$ cat src/rtl/sync_err_consts.svh
// Offsets, field positions and reset values of the read error capture block
// Operation
// - Write-lost bit 20 keeps hard interrupt asserted
// - Cache parity error captures quadword virtual address
// - Lock bit qualifies parity flags, freezes address
// - Separate flags for data and tag parity
// - Uncorrectable fill latches address and syndrome
// - Fill errors caught from every data source
// - Held fill error kept; overflow bit 14
// - Held bus error kept; overflow bit 7
// - Error acknowledge or tag parity sets hard flag
// - Instruction error checks on dispatch or operand
// - Data error checks on use or tagged return
// - Ownership error checks on use; I/O inconsistent
// - Branch before use gives soft error interrupt
// - Fetch error machine checks report valid restart
// - Page entry write error traps, restart invalid
// - Lost fill behind uncorrectable keeps hard pending
`ifndef SYNC_ERR_CONSTS_SVH
`define SYNC_ERR_CONSTS_SVH

// Word indices; byte address is four times the index
`define IDX_BUS_STAT   4'h0
`define IDX_FILL_ADDR  4'h1
`define IDX_FILL_SYN   4'h2
`define IDX_IC_CTL     4'h3
`define IDX_IC_ADDR    4'h4
`define IDX_IRQ_STAT   4'h5
`define IDX_IRQ_CLR    4'h6
`define IDX_IRQ_EN     4'h7

// Bus unit error status fields
`define ST_HERR        0
`define ST_TAG_PARITY_ERROR_FLAG       1
`define ST_TAG_CONTROL_PARITY_ERROR_FLAG      2
`define ST_FILL_ECC    3
`define ST_FILL_CORR   4
`define ST_INCONS      5
`define ST_BUS_SEO     7
`define ST_FILL_SECOND_ERROR_OVERFLOW    14
`define ST_WRITE_LOST  20
`define ST_W1C_MASK    32'h0010_40bf

// Cache control status fields
`define IC_LOCK        0
`define IC_ICACHE_DATA_PARITY_FLAG       1
`define IC_TAG_PARITY_ERROR_FLAG       2

// Interrupt status fields
`define IRQ_MCHK       0
`define IRQ_SOFT       1
`define IRQ_HARD       2
`define IRQ_W          3

`define QW_MASK        32'hffff_fff8
`define RST_WORD       32'h0000_0000
`define RST_SYN        8'h00
`define RST_IRQ        3'h0

`endif

$ cat src/rtl/sync_err_pkg.sv
// Types for the read error capture block
package sync_err_pkg;
   typedef enum logic [1:0] {SRC_BCACHE = 2'h0, SRC_OTHER_CPU = 2'h1,
                             SRC_MEMORY = 2'h3, SRC_SYSBUS = 2'h2} fill_src_e;
   typedef enum logic {BUS_IDLE = 1'b0, BUS_ACK = 1'b1} bus_st_e;
   typedef struct packed {
      logic        err;
      logic        correctable;
      logic        istream;
      logic        own;
      fill_src_e   src;
      logic [31:0] addr;
      logic [7:0]  syn;
   } fill_evt_s;
   typedef struct packed {
      logic done;
      logic cack;
      logic tag_parity_error_flag;
      logic tag_control_parity_error_flag;
      logic istream;
      logic own;
      logic io;
      logic write_lost;
   } bus_evt_s;
   typedef struct packed {
      logic        data_par;
      logic        tag_par;
      logic [31:0] vaddr;
   } ic_evt_s;
   typedef struct packed {
      logic dispatch;
      logic istream_operand;
      logic prefetch_use;
      logic err_return;
      logic branch_exc;
      logic pte_wr_trap;
   } ebox_evt_s;
endpackage : sync_err_pkg

$ cat src/rtl/sync_read_error_capture.sv
// Capture, overflow and delivery of synchronous read errors
`timescale 1ns/1ps
`include "sync_err_consts.svh"
module sync_read_error_capture (
   input  wire logic                   ref_clk,
   input  wire logic                   rstn,
   input  wire logic [5:0]             address,
   input  wire logic                   read,
   input  wire logic                   write,
   input  wire logic [31:0]            writedata,
   output logic [31:0]                 readdata,
   output logic                        waitrequest,
   input  wire sync_err_pkg::fill_evt_s fill,
   input  wire sync_err_pkg::bus_evt_s  bus,
   input  wire sync_err_pkg::ic_evt_s   ic,
   input  wire sync_err_pkg::ebox_evt_s ev,
   output logic                        machine_check,
   output logic                        valid_restart_indication,
   output logic                        soft_error_int,
   output logic                        hard_error_int,
   output logic                        irq
);
   sync_err_pkg::bus_st_e  st_r, st_nxt;
   logic                   wait_r, wait_nxt;
   logic [31:0]            rdata_r, rdata_nxt;
   logic [31:0]            bus_unit_error_status_r, stat_nxt;
   logic [31:0]            fill_addr_r, fill_addr_nxt;
   logic [7:0]             fill_syn_r, fill_syn_nxt;
   logic [2:0]             icache_control_status_r, icache_control_status_nxt;
   logic [31:0]            icache_error_address_r, icaddr_nxt;
   logic [`IRQ_W-1:0]      irq_stat_r, irq_stat_nxt;
   logic [`IRQ_W-1:0]      irq_en_r, irq_en_nxt;
   logic                   pend_i_r, pend_i_nxt;
   logic                   pend_d_r, pend_d_nxt;
   logic                   pend_o_r, pend_o_nxt;
   logic                   mchk_r, mchk_nxt;
   logic                   vr_r, vr_nxt;
   logic                   soft_r, hard_r, irq_r;
   logic                   hard_nxt;
   logic                   wr_go;
   logic [3:0]             idx;
   logic [31:0]            st_clr;
   logic                   ic_unlock;
   logic [`IRQ_W-1:0]      irq_clr;
   logic                   fill_free, bus_free, bus_err, abandon;
   logic                   take_i, take_d, take_o;

   assign idx = address[5:2];
   // Writes land only at the edge where waitrequest is seen low
   assign wr_go     = write && (st_r == sync_err_pkg::BUS_ACK);
   assign st_clr    = (wr_go && idx == `IDX_BUS_STAT) ? (writedata & `ST_W1C_MASK) : `RST_WORD;
   assign ic_unlock = wr_go && idx == `IDX_IC_CTL && writedata[`IC_LOCK];
   assign irq_clr   = (wr_go && idx == `IDX_IRQ_CLR) ? writedata[`IRQ_W-1:0] : `RST_IRQ;

   // Register slave: one wait cycle, then the answer
   always_comb begin
      st_nxt    = st_r;
      wait_nxt  = 1'b1;
      rdata_nxt = rdata_r;
      case (st_r)
         sync_err_pkg::BUS_IDLE: begin
            if (read || write) begin
               st_nxt   = sync_err_pkg::BUS_ACK;
               wait_nxt = 1'b0;
               case (idx)
                  `IDX_BUS_STAT:  rdata_nxt = bus_unit_error_status_r;
                  `IDX_FILL_ADDR: rdata_nxt = fill_addr_r;
                  `IDX_FILL_SYN:  rdata_nxt = {24'h00_0000, fill_syn_r};
                  `IDX_IC_CTL:    rdata_nxt = {29'h0000_0000, icache_control_status_r};
                  `IDX_IC_ADDR:   rdata_nxt = icache_error_address_r;
                  `IDX_IRQ_STAT:  rdata_nxt = {29'h0000_0000, irq_stat_r};
                  `IDX_IRQ_EN:    rdata_nxt = {29'h0000_0000, irq_en_r};
                  default:        rdata_nxt = `RST_WORD; // Unmapped and write-only
               endcase
            end
         end
         sync_err_pkg::BUS_ACK: begin
            st_nxt = sync_err_pkg::BUS_IDLE;
         end
         default: begin
            st_nxt = sync_err_pkg::BUS_IDLE;
         end
      endcase
   end

   always_ff @(posedge ref_clk or negedge rstn) begin
      if (!rstn) begin
         st_r    <= sync_err_pkg::BUS_IDLE;
         wait_r  <= 1'b1;
         rdata_r <= `RST_WORD;
      end else begin
         st_r    <= st_nxt;
         wait_r  <= wait_nxt;
         rdata_r <= rdata_nxt;
      end
   end

   // Error capture; every set is applied after the clear so it wins
   always_comb begin
      stat_nxt      = bus_unit_error_status_r & ~st_clr;
      fill_addr_nxt = fill_addr_r;
      fill_syn_nxt  = fill_syn_r;
      icache_control_status_nxt      = icache_control_status_r;
      icaddr_nxt    = icache_error_address_r;
      pend_i_nxt    = pend_i_r;
      pend_d_nxt    = pend_d_r;
      pend_o_nxt    = pend_o_r;
      // A logged entry freed this very cycle may take the new error
      fill_free = !bus_unit_error_status_r[`ST_FILL_ECC] || st_clr[`ST_FILL_ECC];
      bus_free  = !bus_unit_error_status_r[`ST_HERR] || st_clr[`ST_HERR];
      bus_err   = bus.done && (bus.cack || bus.tag_parity_error_flag || bus.tag_control_parity_error_flag);
      take_i    = pend_i_r && (ev.dispatch || ev.istream_operand);
      take_d    = pend_d_r && (ev.prefetch_use || ev.err_return);
      take_o    = pend_o_r && ev.prefetch_use;
      // Page entry write errors trap at any point in a flow
      mchk_nxt  = take_i || take_d || take_o || ev.pte_wr_trap;
      vr_nxt    = mchk_nxt ? !ev.pte_wr_trap : vr_r;
      abandon   = ev.branch_exc && !mchk_nxt && (pend_i_r || pend_d_r || pend_o_r);
      if (mchk_nxt || abandon) begin
         pend_i_nxt = 1'b0;
         pend_d_nxt = 1'b0;
         pend_o_nxt = 1'b0;
      end
      if (bus.write_lost) begin
         stat_nxt[`ST_WRITE_LOST] = 1'b1;
      end
      // Source does not matter: cache, other cpu, memory or system bus
      if (fill.err) begin
         if (fill_free) begin
            stat_nxt[`ST_FILL_ECC]  = 1'b1;
            stat_nxt[`ST_FILL_CORR] = fill.correctable;
            fill_addr_nxt = fill.addr;
            fill_syn_nxt  = fill.syn;
            if (!fill.correctable) begin
               pend_i_nxt = pend_i_nxt || fill.istream;
               pend_d_nxt = pend_d_nxt || (!fill.istream && !fill.own);
               pend_o_nxt = pend_o_nxt || (!fill.istream && fill.own);
            end
         end else begin
            stat_nxt[`ST_FILL_SECOND_ERROR_OVERFLOW] = 1'b1;
         end
      end
      if (bus_err) begin
         if (bus_free) begin
            stat_nxt[`ST_HERR]   = 1'b1;
            stat_nxt[`ST_TAG_PARITY_ERROR_FLAG]  = bus.tag_parity_error_flag;
            stat_nxt[`ST_TAG_CONTROL_PARITY_ERROR_FLAG] = bus.tag_control_parity_error_flag;
            if (bus.own && bus.io) begin
               stat_nxt[`ST_INCONS] = 1'b1;
            end
            pend_i_nxt = pend_i_nxt || bus.istream;
            pend_d_nxt = pend_d_nxt || (!bus.istream && !bus.own);
            pend_o_nxt = pend_o_nxt || (!bus.istream && bus.own);
         end else begin
            stat_nxt[`ST_BUS_SEO] = 1'b1;
         end
      end
      // Unlock also drops the flags, so a clear lock means no error
      if (ic_unlock) begin
         icache_control_status_nxt = 3'h0;
      end
      if ((ic.data_par || ic.tag_par) && !icache_control_status_nxt[`IC_LOCK]) begin
         icache_control_status_nxt[`IC_LOCK]  = 1'b1;
         icache_control_status_nxt[`IC_ICACHE_DATA_PARITY_FLAG] = ic.data_par;
         icache_control_status_nxt[`IC_TAG_PARITY_ERROR_FLAG] = ic.tag_par;
         icaddr_nxt = ic.vaddr & `QW_MASK;
         pend_i_nxt = 1'b1;
      end
      // Lost errors behind an uncorrectable entry mean data is gone
      hard_nxt = stat_nxt[`ST_WRITE_LOST] || stat_nxt[`ST_BUS_SEO]
                 || (stat_nxt[`ST_FILL_SECOND_ERROR_OVERFLOW] && !stat_nxt[`ST_FILL_CORR]);
      irq_en_nxt = (wr_go && idx == `IDX_IRQ_EN) ? writedata[`IRQ_W-1:0] : irq_en_r;
      irq_stat_nxt = irq_stat_r & ~irq_clr;
      irq_stat_nxt[`IRQ_MCHK] = irq_stat_nxt[`IRQ_MCHK] || mchk_nxt;
      irq_stat_nxt[`IRQ_SOFT] = irq_stat_nxt[`IRQ_SOFT] || abandon;
      irq_stat_nxt[`IRQ_HARD] = irq_stat_nxt[`IRQ_HARD] || hard_nxt;
   end

   always_ff @(posedge ref_clk or negedge rstn) begin
      if (!rstn) begin
         bus_unit_error_status_r <= `RST_WORD;
         fill_addr_r             <= `RST_WORD;
         fill_syn_r              <= `RST_SYN;
         icache_control_status_r <= 3'h0;
         icache_error_address_r  <= `RST_WORD;
         irq_stat_r              <= `RST_IRQ;
         irq_en_r                <= `RST_IRQ;
         pend_i_r                <= 1'b0;
         pend_d_r                <= 1'b0;
         pend_o_r                <= 1'b0;
         mchk_r                  <= 1'b0;
         vr_r                    <= 1'b0;
         soft_r                  <= 1'b0;
         hard_r                  <= 1'b0;
         irq_r                   <= 1'b0;
      end else begin
         bus_unit_error_status_r <= stat_nxt;
         fill_addr_r             <= fill_addr_nxt;
         fill_syn_r              <= fill_syn_nxt;
         icache_control_status_r <= icache_control_status_nxt;
         icache_error_address_r  <= icaddr_nxt;
         irq_stat_r              <= irq_stat_nxt;
         irq_en_r                <= irq_en_nxt;
         pend_i_r                <= pend_i_nxt;
         pend_d_r                <= pend_d_nxt;
         pend_o_r                <= pend_o_nxt;
         mchk_r                  <= mchk_nxt;
         vr_r                    <= vr_nxt;
         soft_r                  <= irq_stat_nxt[`IRQ_SOFT];
         hard_r                  <= hard_nxt;
         irq_r                   <= |(irq_stat_nxt & irq_en_nxt);
      end
   end

   // Outputs straight from flops
   assign readdata                 = rdata_r;
   assign waitrequest              = wait_r;
   assign machine_check            = mchk_r;
   assign valid_restart_indication = vr_r;
   assign soft_error_int           = soft_r;
   assign hard_error_int           = hard_r;
   assign irq                      = irq_r;
endmodule : sync_read_error_capture

$ cat config.mk
export PLATFORM = sky130hd
export DESIGN_NAME = sync_read_error_capture
export DESIGN_NICKNAME = d
export VERILOG_FILES = /design/src/rtl/sync_err_pkg.sv /design/src/rtl/sync_read_error_capture.sv
export VERILOG_INCLUDE_DIRS = /design/src /design/src/rtl
export SDC_FILE = /design/constraint.sdc
export NUM_CORES = 1
export LEC_CHECK = 0
export BUFFER_PORTS_ARGS = -buffer_cell sky130_fd_sc_hd__buf_2
export CELL_PAD_IN_SITES_DETAIL_PLACEMENT = 1
export CELL_PAD_IN_SITES_GLOBAL_PLACEMENT = 1
export CORE_ASPECT_RATIO = 0.5
export CORE_UTILIZATION = 38
export DETAILED_ROUTE_END_ITERATION = 7
export PLACE_DENSITY = 0.79
export SLEW_MARGIN = 20
export SYNTH_ARGS = -nofsm -noshare
export SYNTH_HDL_FRONTEND = slang
export SYNTH_SLANG_ARGS = --single-unit
$ cat constraint.sdc
create_clock -name ref_clk -period 1.82 [get_ports ref_clk]
set_input_delay 0.091 -clock ref_clk [delete_from_list [all_inputs] [get_ports ref_clk]]
set_output_delay 0.091 -clock ref_clk [all_outputs]
set_load 0.1 [all_outputs]
==> run metrics, run 1 <==
Cells after Synth=514; Design Area, Final=7950 µm²; DRT iter0 DRCs=342; Die Span X=171 µm; vias in the first global route=5741; reg-to-reg slack, setup=0.08 ns; CTS root buf=clkbuf_16; first-pass GRT wire length=31500 µm; Netlist cell types=49; Post-Syn Area per Cell=10.5 µm²; status=finished clean; critical path class=reg2reg; most common cell after layout, fill and taps aside=nand2_1; Crit path max-delay family=compound AO/OA/AOI/OAI gates; post-CTS setup buffers=0; Setup crit start kind=flip-flop; final core occ=0.580; CTS buffer count=17; Placed Instance Area=6540 µm²; Via Count=5148; DRC=0; initial antenna violation count=0; IO buf count=143; overall power=8410 µW; Reg clk slew, reported paths=0.06 ns; Yosys Warn Count=0; Starting Density=0.394; P&R area growth vs syn=47.2%; Crit path buffers/inverters=0; share of post-route cells with drive strength above 1=0.321; WHS=0.0288 ns; CTS tree=done; Hold Fails Final Rpt=0; via density per instance=5.36; HP Class=in2reg; period utilization=0.955; global placement routability congestion=0.829; CP max stage delay=0.41 ns; setup_tns=0 ns; Synth async-reset ratio=1.00; post-synthesis sequential area ratio=0.593; RSZ-0062 raised after global routing=false; Mapped Nets=650; Max stage delay cell, worst path=dfrtp_1; ys flop type=dfrtp_1; Post-DP HPWL=11400 µm; CTS max path bufs=2; Nets=890; Peak VDD IR=0.000722 V; area leader, netlist=dfrtp_1; Worst-Margin Slew=0.549 ns; Setup crit end kind=flip-flop; antenna viol nets, final=0; clock sinks=128; area share of the largest cell type after synthesis=0.589; CTS H-Tree Depth=4; most frequent cells in the layout=nand2_1 (168), buf_2 (142), dfrtp_1 (127); Post-synth EDFFs=0; DR WL/cell=20.9 µm; Syn Std Cell Area=5400 µm²; 1st-pass router iterations=5; max-cap violations=0; crit-path cells=nand2_1 -> o31ai_4 -> o2bb2ai_1 -> and4bb_1 -> o221ai_2; core area=13700 µm²; max_slew headroom=0.631; top cells by area, synth=dfrtp_1 (59%), nand2_1 (12%), mux2_2 (6.5%); Power Density=1060 nW/µm²; grt ovf=0; CP required=2.11 ns; largest net degree at the start of global routing=49; Critical Path AT=2.03 ns; Max Freq=575 MHz; CP max FO=5; I/O pins=174; total global-route track usage=0.290; worst clock skew=0.00996 ns; Fill cells=1519; synthesis-stage register bit count=128; Site Rows=30; Routed Wire Length=20100 µm; Skew-Pair Late Insertion Delay=0.42 ns; Period minus WS final=1.74 ns; die area=14700 µm²; final setup fails=0; max-slew violation count=0; Die H=86.3 µm; leak pwr=0.00386 µW
==> what timing repair did <==
action	in CTS	in global routing
gates resized for setup	0	3
hold endpoints to repair	128	0
hold buffers	84	0
setup endpoints to repair	0	30
==> routing by layer <==
metal	track usage	vias up	routed length, µm
met5	0	-	0
met4	0.157	0	753
met3	0.0511	67	1150
met2	0.516	232	10300
met1	0.337	2576	7910
li1	-	2273	-
==> path summary, 6_finish.rpt <==
kind	startpoint	endpoint	depth (start not counted)
max reg2reg	st_r	irq	5
max in group asynchronous	rstn	fill_syn_r[7]	3
min in group asynchronous	rstn	readdata[17]	2
min reg2reg	fill_addr_r[9]	fill_addr_r[9]	2
max	st_r	irq	5
min	writedata[2]	bus_unit_error_status_r[2]	4
==> metrics by stage <==
| stage | worst slack [ns] | std cells |
|---|---|---|
| 2_1_floorplan | 0.0186 | 514 |
| 3_3_place_gp | 0.0640 | 843 |
| 3_5_place_dp | 0.0255 | 843 |
| 4_1_cts | 0.0316 | 959 |
| 5_1_grt | 0.0314 | 959 |
| 6_report | 0.0813 | 960 |
==> synthesized netlist by cell type (3+ instances only) <==
cell type	n
nand2_1	168
dfrtp_1	127
mux2_2	31
o21ai_0	29
a22oi_1	25
clkbuf_1	18
inv_1	11
a21oi_1	10
a222oi_1	10
a21o_1	9
nor2_1	9
buf_2	8
nand2b_1	6
nand3_1	5
mux2i_1	4
nor3_1	4
a32o_1	3
==> sequential cells by signal, indices dropped and copies added, names as in the netlist <==
name                      flops
fill_addr_r                  32
readdata                     32
icache_error_address_r       29
bus_unit_error_status_r       9
fill_syn_r                    8
icache_control_status_r       3
irq_en_r                      3
irq_stat_r                    3
hard_error_int                1
irq                           1
machine_check                 1
pend_d_r                      1
pend_i_r                      1
pend_o_r                      1
st_r                          1
valid_restart_indication      1
waitrequest                   1
==> worst min-delay path, stage by stage <==
cell and delay, ns:
buf_2 0.12, nand2_1 0.06, nand3_1 0.09, nand2_1 0.05
==> cells by family after synthesis <==
| group | synth area share |
|---|---|
| AO/OA/AOI/OAI | 0.141 |
| buffers and inverters | 0.0324 |
| flip-flops | 0.593 |
| multiplexers | 0.0741 |
| AND/OR/NAND/NOR | 0.159 |
==> final cells by class <==
cell class,instances,area (µm²),share of cell area
Timing Repair Buffer,250,1830,0.230
Multi-Input combinational cell,346,2080,0.261
Inverter,11,41.3,0.00519
Tap cell,192,240,0.0302
Antenna cell,1,2.50,0.000315
Clock buffer,17,425,0.0535
Clock inverter,15,133,0.0167
Sequential cell,128,3200,0.403
==> power by group <==
| group | switching, µW | internal, µW | total [µW] |
|---|---|---|---|
| registers | 302 | 3320 | 3620 |
| clock network | 1400 | 1890 | 3290 |
| logic | 943 | 565 | 1510 |
No activity file was read; power rests on OpenSTA's default activity.
==> run 2, diff against run 1 <==
ABC_AREA = 1   (was unset)
CORE_UTILIZATION = 37   (was 38)
==> run metrics, run 2 <==
status=finished clean (unchanged); Syn Std Cell Area=5510 µm² (was 5400 µm²); post-synthesis sequential area ratio=0.582 (was 0.593); largest net degree at the start of global routing=56 (was 49); Setup crit end kind=flip-flop (unchanged); CTS buffer count=17 (unchanged); vias in the first global route=5731 (was 5741); CP max stage delay=0.38 ns (was 0.41 ns); IO buf count=143 (unchanged); Max Freq=582 MHz (was 575 MHz); Period minus WS final=1.72 ns (was 1.74 ns); Power Density=1110 nW/µm² (was 1060 nW/µm²); Mapped Nets=757 (was 650); I/O pins=174 (unchanged); Die H=88.3 µm (was 86.3 µm); most common cell after layout, fill and taps aside=nand2_1 (unchanged); initial antenna violation count=0 (unchanged); Crit path buffers/inverters=2 (was 0); most frequent cell after synthesis=nand2_1 (unchanged); Via Count=5189 (was 5148); first-pass GRT wire length=29500 µm (was 31500 µm); CTS root buf=clkbuf_16 (unchanged); post-CTS sizing=0 (unchanged); Die Span X=175 µm (was 171 µm); DRT iter0 DRCs=253 (was 342); P&R area growth vs syn=43.8% (was 47.2%); Crit path max-delay family=flip-flops (was compound AO/OA/AOI/OAI gates); synthesis-stage register bit count=128 (unchanged); setup_tns=0 ns (unchanged); leak pwr=0.00417 µW (was 0.00386 µW); area share of the largest cell type after synthesis=0.577 (was 0.589); DR WL/cell=17.3 µm (was 20.9 µm); Yosys Warn Count=0 (unchanged); grt ovf=0 (unchanged); ys flop type=dfrtp_1 (unchanged); RSZ-0062 raised after global routing=false (unchanged); Max stage delay cell, worst path=dfrtp_1 (unchanged); Hold Fails Final Rpt=0 (unchanged); share of post-route cells with drive strength above 1=0.250 (was 0.321); Synth async-reset ratio=1.00 (unchanged); ANT cells=0 (was 1); global placement routability congestion=0.804 (was 0.829); Site Rows=31 (was 30); area leader, netlist=dfrtp_1 (unchanged); Peak VDD IR=0.000677 V (was 0.000722 V); core area=14500 µm² (was 13700 µm²); HP Class=in2reg (unchanged); CTS max path bufs=2 (unchanged); Routed Wire Length=18400 µm (was 20100 µm); Reg clk slew, reported paths=0.06 ns (about the same); GRT met2 Usage=0.468 (was 0.516); 1st-pass router iterations=4 (was 5); max_slew headroom=0.643 (was 0.631); period utilization=0.943 (was 0.955); CTS tree=done (unchanged); DRC=0 (unchanged); top cells by count, synth=nand2_1 (253), dfrtp_1 (127), inv_1 (54), o21ai_0 (31), nor2_1 (26) (was nand2_1 (168), dfrtp_1 (127), mux2_2 (31), o21ai_0 (29), a22oi_1 (25)); die area=15400 µm² (was 14700 µm²); final setup fails=0 (unchanged); crit-path cells=nand2_1 -> inv_1 -> nand4_1 -> nand2_2 -> o21ai_4 -> buf_12 -> mux2_2 (was nand2_1 -> o31ai_4 -> o2bb2ai_1 -> and4bb_1 -> o221ai_2); total global-route track usage=0.252 (was 0.290); via density per instance=4.86 (was 5.36); Starting Density=0.380 (was 0.394); CP required=2.11 ns (about the same); post-CTS setup buffers=0 (unchanged); critical path class=reg2reg (unchanged); Skew-Pair Late Insertion Delay=0.41 ns (was 0.42 ns); Netlist cell types=33 (was 49); Critical Path AT=2.01 ns (was 2.03 ns); antenna viol nets, final=0 (unchanged); max-cap violations=0 (unchanged); CTS H-Tree Depth=4 (unchanged); Cells after Synth=621 (was 514); GR peak layer=met2 (unchanged); worst clock skew=0.0104 ns (was 0.00996 ns); met1 Use GR=0.303 (was 0.337); clock sinks=128 (unchanged); met3 Use GR=0.0438 (was 0.0511); CP max FO=11 (was 5); Post-synth EDFFs=0 (unchanged); most frequent cells in the layout=nand2_1 (253), buf_2 (142), dfrtp_1 (127) (was nand2_1 (168), buf_2 (142), dfrtp_1 (127)); Post-Syn Area per Cell=8.87 µm² (was 10.5 µm²); top cells by area, synth=dfrtp_1 (58%), nand2_1 (17%), inv_1 (3.7%) (was dfrtp_1 (59%), nand2_1 (12%), mux2_2 (6.5%)); Setup crit start kind=flip-flop (unchanged); Nets=992 (was 890); WHS=0.00426 ns (was 0.0288 ns); max-slew violation count=0 (unchanged); Worst-Margin Slew=0.535 ns (was 0.549 ns); Post-DP HPWL=11100 µm (was 11400 µm); CTS Hold Buffers Added=83 (was 84)
[run 2: cell types whose count changed after synthesis, sizes merged, moves of 9 or more]
cell	change
a222oi	-10
a22oi	-25
inv	+46
mux2	-17
nand2	+88
nand3	+10
nor2	+20
o21ai	+9
o22ai	+15
[run 2: tightest hold or removal path: cells and delay by family]
| family | cells | cell delay, ns |
|---|---|---|
| and+or+nand+nor | 1 | 0.12 |
| buffers and inverters | 1 | 0.08 |
| AOI/OAI and AO/OA | 1 | 0.08 |
[run 2: report_power, final]
group	leakage [µW]	switching [µW]	internal, µW
Clock	0.000267	1320	1950
Sequential	0.00157	270	3360
Combinational	0.00233	1260	592
Total	0.00417	2850	5900
[run 2: worst paths after layout]
check,start,end,slack (ns),cells after the start
min,ev[3],machine_check,0.004,3
max,st_r,icache_error_address_r[7],0.10,7
min reg2reg,readdata[22],readdata[22],0.47,2
max reg2reg,st_r,icache_error_address_r[7],0.10,7
min in group asynchronous,rstn,icache_error_address_r[13],0.20,2
max in group asynchronous,rstn,readdata[21],1.00,3
[run 2: cells by family after synthesis]
| group | share of synthesized area |
|---|---|
| buffers and inverters | 0.0623 |
| and+or+nand+nor | 0.221 |
| muxes | 0.0368 |
| AOI/OAI and AO/OA | 0.0979 |
| DFF | 0.582 |
[run 2: layout make-up]
cell class | count | area, µm²
timing repair buffer | 239 | 1710
clock buffer | 19 | 453
multi-input combinational | 412 | 1970
sequential | 128 | 3200
clock inverter | 13 | 114
inverter | 58 | 218
tap | 198 | 248
fill | 1752 | 6590
[run 2: metal layers]
| metal | vias to the layer above | wire [µm] |
|---|---|---|
| li1 | 2449 | - |
| met1 | 2595 | 7940 |
| met2 | 117 | 9640 |
| met3 | 28 | 513 |
| met4 | 0 | 340 |
| met5 | - | 0 |
[run 2: through the flow]
stage | utilization | power (µW) | worst slack (ns) | area [µm²] | instances
finish | 0.546 | 8750 | 0.103 | 7920 | 1067
global route | 0.546 | 9130 | 0.0193 | 7920 | 1067
CTS | 0.546 | 8750 | 0.110 | 7920 | 1067
detailed placement | 0.450 | 5340 | 0.136 | 6520 | 952
global placement | 0.450 | 5260 | 0.172 | 6520 | 952
floorplan | - | 4790 | 0.301 | 5510 | 621
